==> src/btob_regs.svh <==
// Constants of the bit-invert and branch-on-overflow execute block
`ifndef BTOB_REGS_SVH
`define BTOB_REGS_SVH

`define BTOB_INV_PREFIX   4'h7
`define BTOB_BR_PREFIX    8'h04
`define BTOB_IDX_LIMIT    8'h5F
`define BTOB_ACC_SPLIT    8'h80
`define BTOB_ACC_HI_BANK  4'hF
`define BTOB_ACC_LO_BANK  4'h0
`define BTOB_PC_STEP      21'h000002
`define BTOB_PC_W         21
`define BTOB_DADDR_W      12

`endif

==> src/btob_pkg.sv <==
// Types of the bit-invert and branch-on-overflow execute block
package btob_pkg;

  typedef enum logic [3:0]
  {
    ST_IDLE  = 4'h1,
    ST_READ  = 4'h2,
    ST_MOD   = 4'h4,
    ST_WRITE = 4'h8
  } btob_state_t;

  typedef logic [7:0]  btob_byte_t;
  typedef logic [11:0] btob_daddr_t;
  typedef logic [20:0] btob_pc_t;

endpackage

==> src/btob_addr_if.sv <==
// Operand address request and answer between core and address former
interface btob_addr_if;
  btob_pkg::btob_byte_t file_off;
  logic                 bank_sel;
  logic                 ext_en;
  logic [3:0]           bank_reg;
  btob_pkg::btob_daddr_t index_base;
  btob_pkg::btob_daddr_t data_addr;
  logic                 indexed;

  modport calc
  (
    input  file_off,
    input  bank_sel,
    input  ext_en,
    input  bank_reg,
    input  index_base,
    output data_addr,
    output indexed
  );

  modport core
  (
    output file_off,
    output bank_sel,
    output ext_en,
    output bank_reg,
    output index_base,
    input  data_addr,
    input  indexed
  );
endinterface

==> src/btob_core.sv <==
// Execute logic for bit invert and branch on overflow
`include "btob_regs.svh"

module btob_core
(
  // Clock and reset
  input  wire logic        mclk_i,
  input  wire logic        rstn_i,
  // Instruction
  input  wire logic        instr_valid_i,
  input  wire logic [15:0] instr_i,
  input  wire logic [20:0] instr_addr_i,
  // Core state
  input  wire logic        ovf_flag_i,
  input  wire logic        ext_set_en_i,
  input  wire logic [3:0]  bank_select_reg_i,
  input  wire logic [11:0] index_base_i,
  // Data memory
  output logic [11:0]      dmem_addr_o,
  output logic             dmem_rd_o,
  input  wire logic [7:0]  dmem_rdata_i,
  output logic             dmem_wr_o,
  output logic [7:0]       dmem_wdata_o,
  // Program counter and status
  output logic             pc_load_o,
  output logic [20:0]      pc_o,
  output logic             busy_o,
  output logic             done_o,
  output logic             unknown_o
);

  btob_pkg::btob_state_t state;
  logic [7:0]            bit_mask;
  logic                  is_invert;
  logic                  is_branch;
  logic                  take_inv;
  logic                  take_br;
  logic [20:0]           next_seq_pc;
  logic [20:0]           next_target;
  logic [7:0]            next_mask;
  logic [7:0]            toggled;

  btob_addr_if aif ();

  assign aif.file_off   = instr_i[7:0];
  assign aif.bank_sel   = instr_i[8];
  assign aif.ext_en     = ext_set_en_i;
  assign aif.bank_reg   = bank_select_reg_i;
  assign aif.index_base = index_base_i;

  btob_addr_calc u_addr
  (
    .aif (aif.calc)
  );

  assign is_invert   = (instr_i[15:12] == `BTOB_INV_PREFIX);
  assign is_branch   = (instr_i[15:8] == `BTOB_BR_PREFIX);
  assign take_inv    = instr_valid_i && (state == btob_pkg::ST_IDLE) && is_invert;
  assign take_br     = instr_valid_i && (state == btob_pkg::ST_IDLE) && is_branch;
  assign next_seq_pc = instr_addr_i + `BTOB_PC_STEP;
  // Offset sign-extended and doubled; PC already points past the branch
  assign next_target = next_seq_pc + {{12{instr_i[7]}}, instr_i[7:0], 1'b0};
  assign next_mask   = 8'h01 << instr_i[11:9];
  assign toggled     = dmem_rdata_i ^ bit_mask;

  // Sequencer: read, modify, write back
  always_ff @(posedge mclk_i)
  begin
    if (!rstn_i)
    begin
      state <= btob_pkg::ST_IDLE;
    end
    else
    begin
      case (state)
        btob_pkg::ST_IDLE:
        begin
          if (take_inv)
          begin
            state <= btob_pkg::ST_READ;
          end
        end
        btob_pkg::ST_READ:  state <= btob_pkg::ST_MOD;
        btob_pkg::ST_MOD:   state <= btob_pkg::ST_WRITE;
        btob_pkg::ST_WRITE: state <= btob_pkg::ST_IDLE;
        default:            state <= btob_pkg::ST_IDLE;
      endcase
    end
  end

  // Memory side
  always_ff @(posedge mclk_i)
  begin
    if (!rstn_i)
    begin
      dmem_addr_o  <= 12'h000;
      dmem_rd_o    <= 1'b0;
      dmem_wr_o    <= 1'b0;
      dmem_wdata_o <= 8'h00;
      bit_mask     <= 8'h00;
    end
    else
    begin
      dmem_rd_o <= take_inv;
      if (take_inv)
      begin
        dmem_addr_o <= aif.data_addr;
        bit_mask    <= next_mask;
      end
      // Read data are valid one cycle after the strobe
      if (state == btob_pkg::ST_MOD)
      begin
        dmem_wdata_o <= toggled;
      end
      dmem_wr_o <= (state == btob_pkg::ST_MOD);
    end
  end

  // Program counter side; no status flag is ever touched here
  always_ff @(posedge mclk_i)
  begin
    if (!rstn_i)
    begin
      pc_load_o <= 1'b0;
      pc_o      <= 21'h000000;
    end
    else
    begin
      pc_load_o <= take_br && ovf_flag_i;
      if (take_br)
      begin
        pc_o <= ovf_flag_i ? next_target : next_seq_pc;
      end
    end
  end

  // Handshake flags
  always_ff @(posedge mclk_i)
  begin
    if (!rstn_i)
    begin
      busy_o    <= 1'b0;
      done_o    <= 1'b0;
      unknown_o <= 1'b0;
    end
    else
    begin
      // Busy covers every cycle in which a new instruction is refused
      busy_o    <= take_inv || ((state != btob_pkg::ST_IDLE) && (state != btob_pkg::ST_WRITE));
      done_o    <= take_br || (state == btob_pkg::ST_WRITE);
      unknown_o <= instr_valid_i && (state == btob_pkg::ST_IDLE) && !is_invert && !is_branch;
    end
  end
endmodule // btob_core

==> src/btob_addr_calc.sv <==
// Data-memory operand address former for bit-oriented instructions
`include "btob_regs.svh"

module btob_addr_calc
(
  btob_addr_if.calc aif
);

  always_comb
  begin
    aif.indexed = aif.ext_en && !aif.bank_sel && (aif.file_off <= `BTOB_IDX_LIMIT);
    if (aif.indexed)
    begin
      aif.data_addr = aif.index_base + {4'h0, aif.file_off};
    end
    else if (aif.bank_sel)
    begin
      aif.data_addr = {aif.bank_reg, aif.file_off};
    end
    else if (aif.file_off >= `BTOB_ACC_SPLIT)
    begin
      aif.data_addr = {`BTOB_ACC_HI_BANK, aif.file_off};
    end
    else
    begin
      aif.data_addr = {`BTOB_ACC_LO_BANK, aif.file_off};
    end
  end

endmodule // btob_addr_calc

==> config.mk <==
export PLATFORM = sky130hd
export DESIGN_NAME = btob_core
export DESIGN_NICKNAME = d
export VERILOG_FILES = /design/src/btob_pkg.sv /design/src/btob_addr_if.sv /design/src/btob_core.sv /design/src/btob_addr_calc.sv
export VERILOG_INCLUDE_DIRS = /design/src
export SDC_FILE = /design/constraint.sdc
export NUM_CORES = 1
export LEC_CHECK = 0
export BUFFER_PORTS_ARGS = -buffer_cell sky130_fd_sc_hd__buf_4
export CAP_MARGIN = 20
export CORE_UTILIZATION = 49
export DETAILED_ROUTE_END_ITERATION = 16
export PLACE_DENSITY = 0.78
export SLEW_MARGIN = 25
export SYNTH_ARGS = -nofsm -noshare
export SYNTH_HDL_FRONTEND = slang
export SYNTH_SLANG_ARGS = --single-unit
==> constraint.sdc <==
create_clock -name mclk_i -period 2.6 [get_ports mclk_i]
set_input_delay 0.13 -clock mclk_i [delete_from_list [all_inputs] [get_ports mclk_i]]
set_output_delay 0.13 -clock mclk_i [all_outputs]
set_load 0.02 [all_outputs]
# Yosys cells after proc, flatten, opt, wreduce, memory -nomap -nowiden
# Cells that the tools add are included.
# Widths: inputs -> output; s select.
classes:
  shifts: 1
  reduce_logical: 14
  n_mux: 6
  n_eq_ne: 9
  magnitude_cmp: 2
  n_addsub: 3
  n_div: 0
  n_bitwise: 1
  mul: 0
ops:
  columns: ["op", "n"]
  rows:
  - ["$mux 12", 3]
  - ["$add 21x2->21 const B", 1]
  - ["$add 21x21->21", 1]
  - ["$mux 21", 1]
  - ["$add 12x8->12", 1]
  - ["$pmux 4 s3", 1]
  - ["$logic_and 1x1->1", 9]
  - ["$eq 4x3->1 const B", 2]
  - ["$eq 8x3->1 const B", 1]
  - ["$ge 8x8->1 const B", 1]
  - ["$le 8x7->1 const B", 1]
  - ["$shl 1x3->8 const A", 1]
  - ["$xor 8x8->8", 1]
  - ["$eq 4x1->1 const B", 1]
  - ["$eq 4x2->1 const B", 1]
  - ["$eq 4x4->1 const B", 1]
  - ["$mux 4", 1]
  - ["$ne 4x1->1 const B", 1]
  - ["$ne 4x4->1 const B", 1]
  - ["$logic_not 1->1", 3]
  - ["$logic_or 1x1->1", 2]
  - ["$ne 2x2->1 const B", 1]
word_totals:
  mem_bits_rw: 0
  reg_bits: 59
  latchBits: 0
  word_cells: 47
  mem_count: 0
  mem_bits_ro: 0
  inputBits: 66

# Longest topological paths before layout
# Gate-level depths: netlist (run 1).
logic_depth:
  word_depth: 5
  depth_mapped: 14
  ltp_nobuf: 13

# Cells and area by module
# Synthesis (run 1) repeated with hierarchy kept, for this count alone.
hier_totals:
  hier_cells: 525
  area_unflattened_um2: 4194.0
modules_own_cells:
  columns: ["module", "area_each_um2", "cells_per_inst", "n_inst", "seq_area_each_um2"]
  rows:
  - ["btob_core", 3583.4, 432, 1, 1181.1]
  - ["btob_addr_calc", 610.6, 93, 1, 0.0]

# Worst setup path after synthesis (run 1)
# Ideal clock, no wire load.
synth_path:
  kind: "input-to-reg"
  startpoint: "input instr_addr_i[4]"
  endpoint: "register pc_o[18]"
  path_stages: 12
  setup_time_ns: 0.066
  path_slack_ns: -0.024
  required_time_ns: 2.534
  arrival_time_ns: 2.558
  path_cell_list: "nand4_4 > or2_2 > nor2_1 > xor2_1 > ha_1 > nand3_1 > nor2_1 > a221oi_2 > nand2_2 > mux2_4 > a211o_1 > a21boi_2"
synth_via:
  elab_chain_len: 3
synth_rtl:
  columns: ["item", "line", "rtl"]
  rows:
  - ["from (decl)", "btob_core.sv:12", "input wire logic [20:0] instr_addr_i,"]
  - ["$add 21x2->21 (no line) *", null, null]
  - ["$add 21x21->21", "btob_core.sv:62", "assign next_target = next_seq_pc + {{12{instr_i[7]}}, instr_i[7:0], 1'b0};"]
  - ["$mux 21 *", "btob_core.sv:132", "pc_o <= ovf_flag_i ? next_target : next_seq_pc;"]
  - ["to (signal assigned)", "btob_core.sv:132", null]
  - ["to (decl)", "btob_core.sv:26", "output logic [20:0] pc_o,"]
# Mark *: on every way between the ends. The rest lies on a longest branch, timed or not.
# A chain may end at the register's enable or synchronous reset.

# Final worst setup path (run 1)
layout_path:
  startpoint: "input instr_addr_i[4]"
  endpoint: "register pc_o[19]"
# Same word-level chain as after synthesis.

==> results.md, run 1 <==
* RSZ-0062 raised after global routing: yes
* Longest Clk Path Bufs at 2
* Crit path DAT at ~2.8 ns
* Most frequent cells in the layout: buf_4, nand2_1, dfxtp_1
* Drt via density at 5.804
* 1st-iter DRT viols at ~240
* Htree depth at 3
* Effective utilization at floorplan at just over 50%
* Syn_area_per_cell at ~8.5 sq um
* Worst EP required at 2.87 ns
* Worst path cell trace: buf_4 -> nand4_4 -> or2_4 -> nor2_1 -> xor2_1 -> buf_4 -> ha_1 -> a21o_1 -> a21o_1 -> a21oi_1 -> o21ai_2 -> a221oi_2 -> nand4_1 -> o211ai_1
* Clk sink count at 59
* Via count at around 4600
* WS Path Type: in2reg
* Hold WC Path Type: in2reg
* Status: complete, no violations
* Largest cells by area after synthesis: dfxtp_1, ha_1, xnor2_1
* Hold Path Origin: instr_addr_i[0]
* First drt pass iteration count at 7
* Commonest non-fill, non-tap cell in the layout: buf_4
* Die width at about 96 um
* ANT nets after route at 0
* Crit path buffers/inverters at 2
* Crit Reg-Reg Startpoint: state[0]
* Period utilisation layout at a little over nine tenths
* Final slew viol count at 0
* Nets at slightly below 800
* Layout cells sized above 1 at a little over a third
* Setup crit end kind: register
* Total of max-cap violations at 0
* Post-cts hold buffer count at 0
* First-pass GRT wire length at 19580 um
* Worst Clk Skew at around 0.017 ns
* Row count at 33
* TritonCTS clock tree: yes
* Non-Filler Instances at between 700 and 800
* Grt met2 use at 48.45%
* Post-synth top area cell: dfxtp_1
* Cells after synthesis at 506
* Grt ovf at 0
* Clk slew on worst S/H paths at about 0.070 ns
* Crit-path slowest cell: a221oi_2
* Inst Count DP at 763
* Leakage power at around 2.7 nW
* Synth Register Bits at 59
* Skew-Pair Late Insertion Delay at approximately 0.35 ns
* GRT Util Overall at about 28%
* Layout area overhead at 38.29%
* Number of synthesized flops with an enable pin at 0
* Share of the synthesized area in the top cell type at approximately 28%
* Busiest grt layer: met2
* Core area at approximately 8300 sq um
* Seq/Total Area, Yosys at ~28%
* Min cycle time layout at 2.491 ns
* Worst setup startpoint: instr_addr_i[4]
* Routed len/inst at around 16 um
* Placed cell areas at 5595 sq um
* Vias in the first global route at around 4300
* Ys async rst share at 0%
* Synth warnings at 0
* DRC errors left at 0
* Die height at ~96 um
* DIE AREA at between 9000 and 10000 sq um
* Maximum vdd drop at between 0.3 and 0.4 mV
* Final Hold Viols at 0
* N_diodes at 0
* GR Layer Usage met3 at roughly 4.1%
* Initial antenna violation count at 0
* Post-route cell area at between 5000 and 6000 sq um
* Worst-Margin Slew at 0.4884 ns
* Yosys cell types at 78
* Mapped Area at 4284 sq um
* Worst Setup Start Kind: input pin
* Crit path max-delay family: compound AO/OA/AOI/OAI gates
* Crit path max fanout at 4
* Layout fillers at approximately 650
* Worst slew margin at approximately two thirds
* DPL Wire Length at between 9000 and 10000 um
* Clock Tree Root: clkbuf_8
* PortBufs at about 110
* Final WL at between 10000 and 15000 um
* Placer Congestion at around 1.0
* Ys flop type: dfxtp_1
* Power per cell area at between 400 and 500 nW/um^2
* Total power at ~2.4 mW
* M1 GR Usage at approximately a third
* CP peak stage delay at 0.33 ns
* Pin count of the biggest net entering global routing at 45
* Final setup vio count at 0
* Post-Syn Nets at ~600
* Ports at 113
* Max Clock Freq at 401.5 MHz
* Final setup TNS at 0 ns
* Total CTS buffers at 9
-- cell type report --
cell class	instances	area [sq um]	share of cell area (%)
clock inverter	7	53.80	0.9081
timing repair buffer	179	1363	23.00
inverter	12	45.04	0.7603
tap	105	131.4	2.218
sequential	59	1181	19.94
multi-input combinational	414	3027	51.09
clock buffer	9	123.9	2.091
-- registers in the layout, indices dropped and copies added (netlist names) --
register / flops
pc_load_o: 1
bit_mask: 8
busy_o: 1
dmem_wr_o: 1
dmem_addr_o: 12
done_o: 1
dmem_wdata_o: 8
dmem_rd_o: 1
state: 4
unknown_o: 1
pc_o: 21
-- layer usage --
| layer | vias to the layer above | share of wire [%] |
|---|---|---|
| li1 | 2188 | - |
| met1 | 2174 | 41 |
| met2 | 164 | 51 |
| met3 | 30 | 5.9 |
| met4 | 0 | 2.4 |
| met5 | - | 0 |
-- Yosys cell counts, drive strengths merged (2+ instances only) --
library cell	number
a211o	2
a221oi	5
or2	2
a21o	8
and4	2
a311oi	5
nor3	14
nand3	16
fa	2
nor2b	4
a22o	5
clkinv	2
buf	7
nand4	7
nor2	34
clkbuf	12
o21ai	34
and2	7
mux2i	3
and3	9
o21a	6
xor2	19
nor4b	3
o211ai	5
o211a	9
ha	32
nor4	5
o21bai	6
a21boi	5
inv	10
dfxtp	59
a22oi	4
xnor2	29
a32o	3
nand2	64
and4b	2
o311ai	2
a21oi	38
a211oi	9
a31oi	2
-- tightest hold or removal path, delay by kind of cell --
family	cells	cell delay (ns)
buffers and inverters	1	0.11
AND/OR/NAND/NOR	1	0.05
AO/OA/AOI/OAI	1	0.05
-- cells by family (layout without fill, tap and decap cells) --
| family | Yosys count | count (layout) | share of synthesized area, % |
|---|---|---|---|
| and+or+nand+nor | 176 | 176 | 21.41 |
| adders and majority gates | 34 | 34 | 10.28 |
| DFF | 59 | 59 | 27.57 |
| buffers and inverters | 33 | 207 | 4.264 |
| AOI/OAI and AO/OA | 152 | 152 | 25.44 |
| xor gates and xnor gates | 48 | 48 | 9.989 |
| muxes | 4 | 4 | 1.051 |
-- through the flow --
step / util, % / setup WS (ns) / hold slack (ns)
2_1_floorplan: - / 0.01275 / 0.2660
3_3_place_gp: 67.09 / -0.1609 / 0.3815
3_5_place_dp: 67.09 / -0.2867 / 0.3996
4_1_cts: 69.22 / 0.05507 / 0.03922
5_1_grt: 71.03 / -0.08399 / 0.04557
6_report: 71.03 / 0.1093 / 0.04130
-- path summary, 6_finish.rpt --
check | cells after the start | slack [ns] | to
setup / recovery | 14 | 0.11 | pc_o[19]
hold / removal | 3 | 0.04 | pc_o[0]
setup reg to reg | 6 | 0.58 | dmem_addr_o[11]
hold reg to reg | 2 | 0.46 | pc_o[0]
-- report_power, final --
part / total [mW] / switching, mW / internal (mW)
sequential: 0.914 / 0.00431 / 0.910
combinational: 0.731 / 0.374 / 0.357
clock: 0.766 / 0.417 / 0.350
-- repair_timing --
item,4_1_cts,5_1_grt
gates resized for setup,0,21
setup endpoints to repair,0,4
buffers inserted,0,6
Note: power is estimated with default switching activity, not from simulation.
==> run 2: changes to the inputs <==
--- a/config.mk
+++ b/config.mk
@@ -6,11 +6,13 @@
 export SDC_FILE = /design/constraint.sdc
 export NUM_CORES = 1
 export LEC_CHECK = 0
+export ABC_AREA = 1
 export BUFFER_PORTS_ARGS = -buffer_cell sky130_fd_sc_hd__buf_4
 export CAP_MARGIN = 20
 export CORE_UTILIZATION = 49
 export DETAILED_ROUTE_END_ITERATION = 16
-export PLACE_DENSITY = 0.78
+export HOLD_SLACK_MARGIN = 0.03
+export PLACE_DENSITY = 0.77
 export SLEW_MARGIN = 25
 export SYNTH_ARGS = -nofsm -noshare
 export SYNTH_HDL_FRONTEND = slang
==> run 2 against run 1 <==
Sequential share of layout area increased by 0.38 points. Setup slack gained 0.16 ns. Clock power up 9.9%. Synthesized area is 7.4% higher. Via count is 13% higher. Count of clock-buffer cells in the layout unchanged. Power fell by 0.34%. Sequential power hardly changed. Utilization fell by 5.7 points. Die area grew 7.3%. Critical endpoint is now bit_mask[0]. Highest routed layer unchanged.
==> results.md, run 2 <==
* Status: complete, no violations (unchanged)
* Final slew viol count at 0 (unchanged)
* P_int at 1.618 mW (was 1.617 mW)
* Final Hold Viols at 0 (unchanged)
* Core area at 8891 sq um (was 8341 sq um)
* Die height at 98.91 um (was 95.51 um)
* Maximum vdd drop at 0.3075 mV (was 0.3042 mV)
* Synth warnings at 0 (unchanged)
* Worst slew margin at 56.63% (was 67.09%)
* Max Clock Freq at 428.3 MHz (was 401.5 MHz)
* RSZ-0062 raised after global routing: no (was yes)
* Layout cells sized above 1 at 19.60% (was 35.00%)
* Htree depth at 3 (unchanged)
* Vias in the first global route at 4859 (was 4288)
* Syn_area_per_cell at 6.321 sq um (was 8.467 sq um)
* WS Path Type: reg2reg (was in2reg)
* Via count at 5153 (was 4556)
* Worst Clk Skew at 0.01085 ns (was 0.01732 ns)
* Max FFs per register at 21 (unchanged)
* Ys async rst share at 0% (unchanged)
* Post-CTS setup repair buffer count at 0 (unchanged)
* Power per cell area at 413.4 nW/um^2 (was 407.1 nW/um^2)
* Mapped Area at 4602 sq um (was 4284 sq um)
* Logic gate share of total power at 27.0% (was 30.3%)
* DIE AREA at 9783 sq um (was 9121 sq um)
* Synth Area in Adders at 9.570% (was 10.28%)
* TritonCTS clock tree: yes (unchanged)
* First-pass GRT wire length at 22540 um (was 19580 um)
* Largest cells by area after synthesis: dfxtp_1, nand2_1, ha_1 (was dfxtp_1, ha_1, xnor2_1)
* DPL Wire Length at 10730 um (was 9698 um)
* Initial antenna violation count at 0 (unchanged)
* Total CTS buffers at 9 (unchanged)
* 1st-iter DRT viols at 274 (was 238)
* Worst Setup Start Kind: register (was input pin)
* Inst Count DP at 940 (was 763)
* Clk sink count at 59 (unchanged)
* Number of synthesized flops with an enable pin at 0 (unchanged)
* Leakage power at 3.016 nW (was 2.735 nW)
* Main combinational cell family by area after synthesis: simple AND/OR/NAND/NOR gates (was compound AO/OA/AOI/OAI gates)
* Clk pwr share at 35.0% (was 31.8%)
* Nets at 947 (was 775)
* Crit-path slowest cell: dlygate4sd3_1 (was a221oi_2)
* PortBufs at 112 (unchanged)
* Yosys cell types at 40 (was 78)
* Seq/Total Area, Yosys at 25.67% (was 27.57%)
* Worst EP required at 2.82 ns (was 2.87 ns)
* Placed cell areas at 5558 sq um (was 5595 sq um)
* CP peak stage delay at 0.55 ns (was 0.33 ns)
* Synth Area in Simple Gates at 33.71% (was 21.41%)
* Share of the synthesized area in the top cell type at 25.67% (was 27.57%)
* Cells after synthesis at 728 (was 506)
* Synth Area in Compound Gates at 16.88% (was 25.44%)
* Die width at 98.91 um (was 95.51 um)
* Total of max-cap violations at 0 (unchanged)
* Final WL at 13480 um (was 12730 um)
* Top cells by count, synth: nand2_1, inv_1, a21oi_1 (was nand2_1, dfxtp_1, a21oi_1)
* Final hold slack at 0.04451 ns (was 0.04130 ns)
* Worst-Margin Slew at 0.6499 ns (was 0.4884 ns)
* P_sw at 785.6 uW (was 794.7 uW)
* Crit path DAT at 2.56 ns (was 2.76 ns)
* Post-synth top area cell: dfxtp_1 (unchanged)
* Worst path cell trace: inv_2 -> nand2_1 -> nor3_2 -> nand2_1 -> nor2_4 -> inv_2 -> nand3_1 -> o41ai_1 -> dlygate4sd3_1 (was buf_4 -> nand4_4 -> or2_4 -> nor2_1 -> xor2_1 -> buf_4 -> ha_1 -> a21o_1 -> a21o_1 -> a21oi_1 -> o21ai_2 -> a221oi_2 -> nand4_1 -> o211ai_1)
* Min cycle time layout at 2.335 ns (was 2.491 ns)
* Crit path max fanout at 19 (was 4)
* Post-Syn Nets at 828 (was 606)
* Effective utilization at floorplan at 51.76% (was 51.37%)
* Finished Core Util at 65.38% (was 71.03%)
* Top Registers: pc_o x21, dmem_addr_o x12 (unchanged)
* Most frequent cells in the layout: nand2_1, buf_4, inv_1 (was buf_4, nand2_1, dfxtp_1)
* Routed len/inst at 14.04 um (was 16.22 um)
* ANT nets after route at 0 (unchanged)
* Part of the power in registers at 38.0% (was 37.9%)
* Commonest non-fill, non-tap cell in the layout: nand2_1 (was buf_4)
* Hold WC Path Type: in2reg (unchanged)
* Final setup vio count at 0 (unchanged)
* Clock Tree Root: clkbuf_8 (unchanged)
* GRT Util Overall at 28.43% (was 27.75%)
* Longest Clk Path Bufs at 2 (unchanged)
* Ys flop type: dfxtp_1 (unchanged)
* Pin count of the biggest net entering global routing at 40 (was 45)
* Ports at 113 (unchanged)
* Largest Register: pc_o (unchanged)
* Drt via density at 5.368 (was 5.804)
* Row count at 34 (was 33)
* Non-Filler Instances at 960 (was 785)
* Skew-Pair Late Insertion Delay at 0.33 ns (was 0.35 ns)
* First drt pass iteration count at 4 (was 7)
* Clk slew on worst S/H paths at 0.08 ns (was 0.07 ns)
* DRC errors left at 0 (unchanged)
* N_diodes at 0 (unchanged)
* Final setup TNS at 0 ns (unchanged)
* Synth Register Bits at 59 (unchanged)
* Net Sw Frac at 32.69% (was 32.96%)
* Most common cell in the synthesized netlist: nand2_1 (unchanged)
* Grt ovf at 0 (unchanged)
* Post-route cell area at 5813 sq um (was 5924 sq um)
* Setup crit end kind: register (unchanged)
* Post-synthesis xor/xnor area fraction at 4.187% (was 9.988%)
* Layout area overhead at 26.32% (was 38.29%)
* Placer Congestion at 0.9882 (was 1.039)
* Mux share of post-synthesis cell area at 0% (was 1.051%)
* Period utilisation layout at 89.81% (was 95.80%)
run 2: kinds of logic (layout without fill, tap and decap cells):
| logic type | count (synthesis) | count (layout) |
|---|---|---|
| simple gates | 357 | 357 |
| xor+xnor | 22 | 22 |
| buf+inv | 116 | 240 |
| compound gates | 140 | 140 |
| flops | 59 | 59 |
| fa+ha+maj | 34 | 34 |
run 2: per-stage QoR:
stage	total power, mW	worst slack (ns)
global placement	1.555	0.09979
detailed placement	1.563	0.006501
global route	2.537	0.05512
finish	2.403	0.2650
CTS	2.409	0.2975
floorplan	1.339	0.3641
run 2: metal layers:
metal | track usage (%) | up-vias | share of wire [%]
met3 | 3.972 | 26 | 6.0
li1 | - | 2621 | -
met1 | 37.99 | 2335 | 45
met2 | 47.34 | 171 | 47
met4 | 8.955 | 0 | 2.3
met5 | 0 | - | 0
run 2: area by class of cell:
type | instances | area (sq um)
Fill cell | 825 | 3078
Multi-Input combinational cell | 553 | 2977
Sequential cell | 59 | 1181
Timing Repair Buffer | 125 | 948.4
Inverter | 99 | 371.6
Tap cell | 108 | 135.1
Clock buffer | 9 | 123.9
Clock inverter | 7 | 76.32
run 2: worst paths after layout:
| path | from | end | slack (ns) | cells past startpoint |
|---|---|---|---|---|
| hold / removal | instr_addr_i[0] | pc_o[0] | 0.04 | 3 |
| setup reg to reg | state[2] | bit_mask[0] | 0.26 | 9 |
| setup / recovery | state[2] | bit_mask[0] | 0.26 | 9 |
| hold reg to reg | pc_o[15] | pc_o[15] | 0.47 | 2 |
run 2: worst max-delay path, delay by kind of cell, from the launching register on:
kind | cells | cell delay, ns
compound gates | 1 | 0.07
buf+inv | 3 | 0.83
simple gates | 5 | 1.00
flops | 1 | 0.32
run 2: power by group through the flow:
| stage | Combinational, mW | Sequential, mW | Clock (mW) |
|---|---|---|---|
| after detailed placement | 0.629 | 0.934 | 0 |
| after floorplan | 0.398 | 0.941 | 0 |
| after global routing | 0.728 | 0.914 | 0.895 |
| after CTS | 0.636 | 0.913 | 0.860 |
| final | 0.648 | 0.913 | 0.842 |
| after global placement | 0.621 | 0.934 | 0 |
run 2: repair_timing:
item | CTS | global route
hold buffers | 4 | 0
resized for setup | 0 | 2
setup endpoints to repair | 0 | 1
endpoints found under the hold margin | 5 | 0
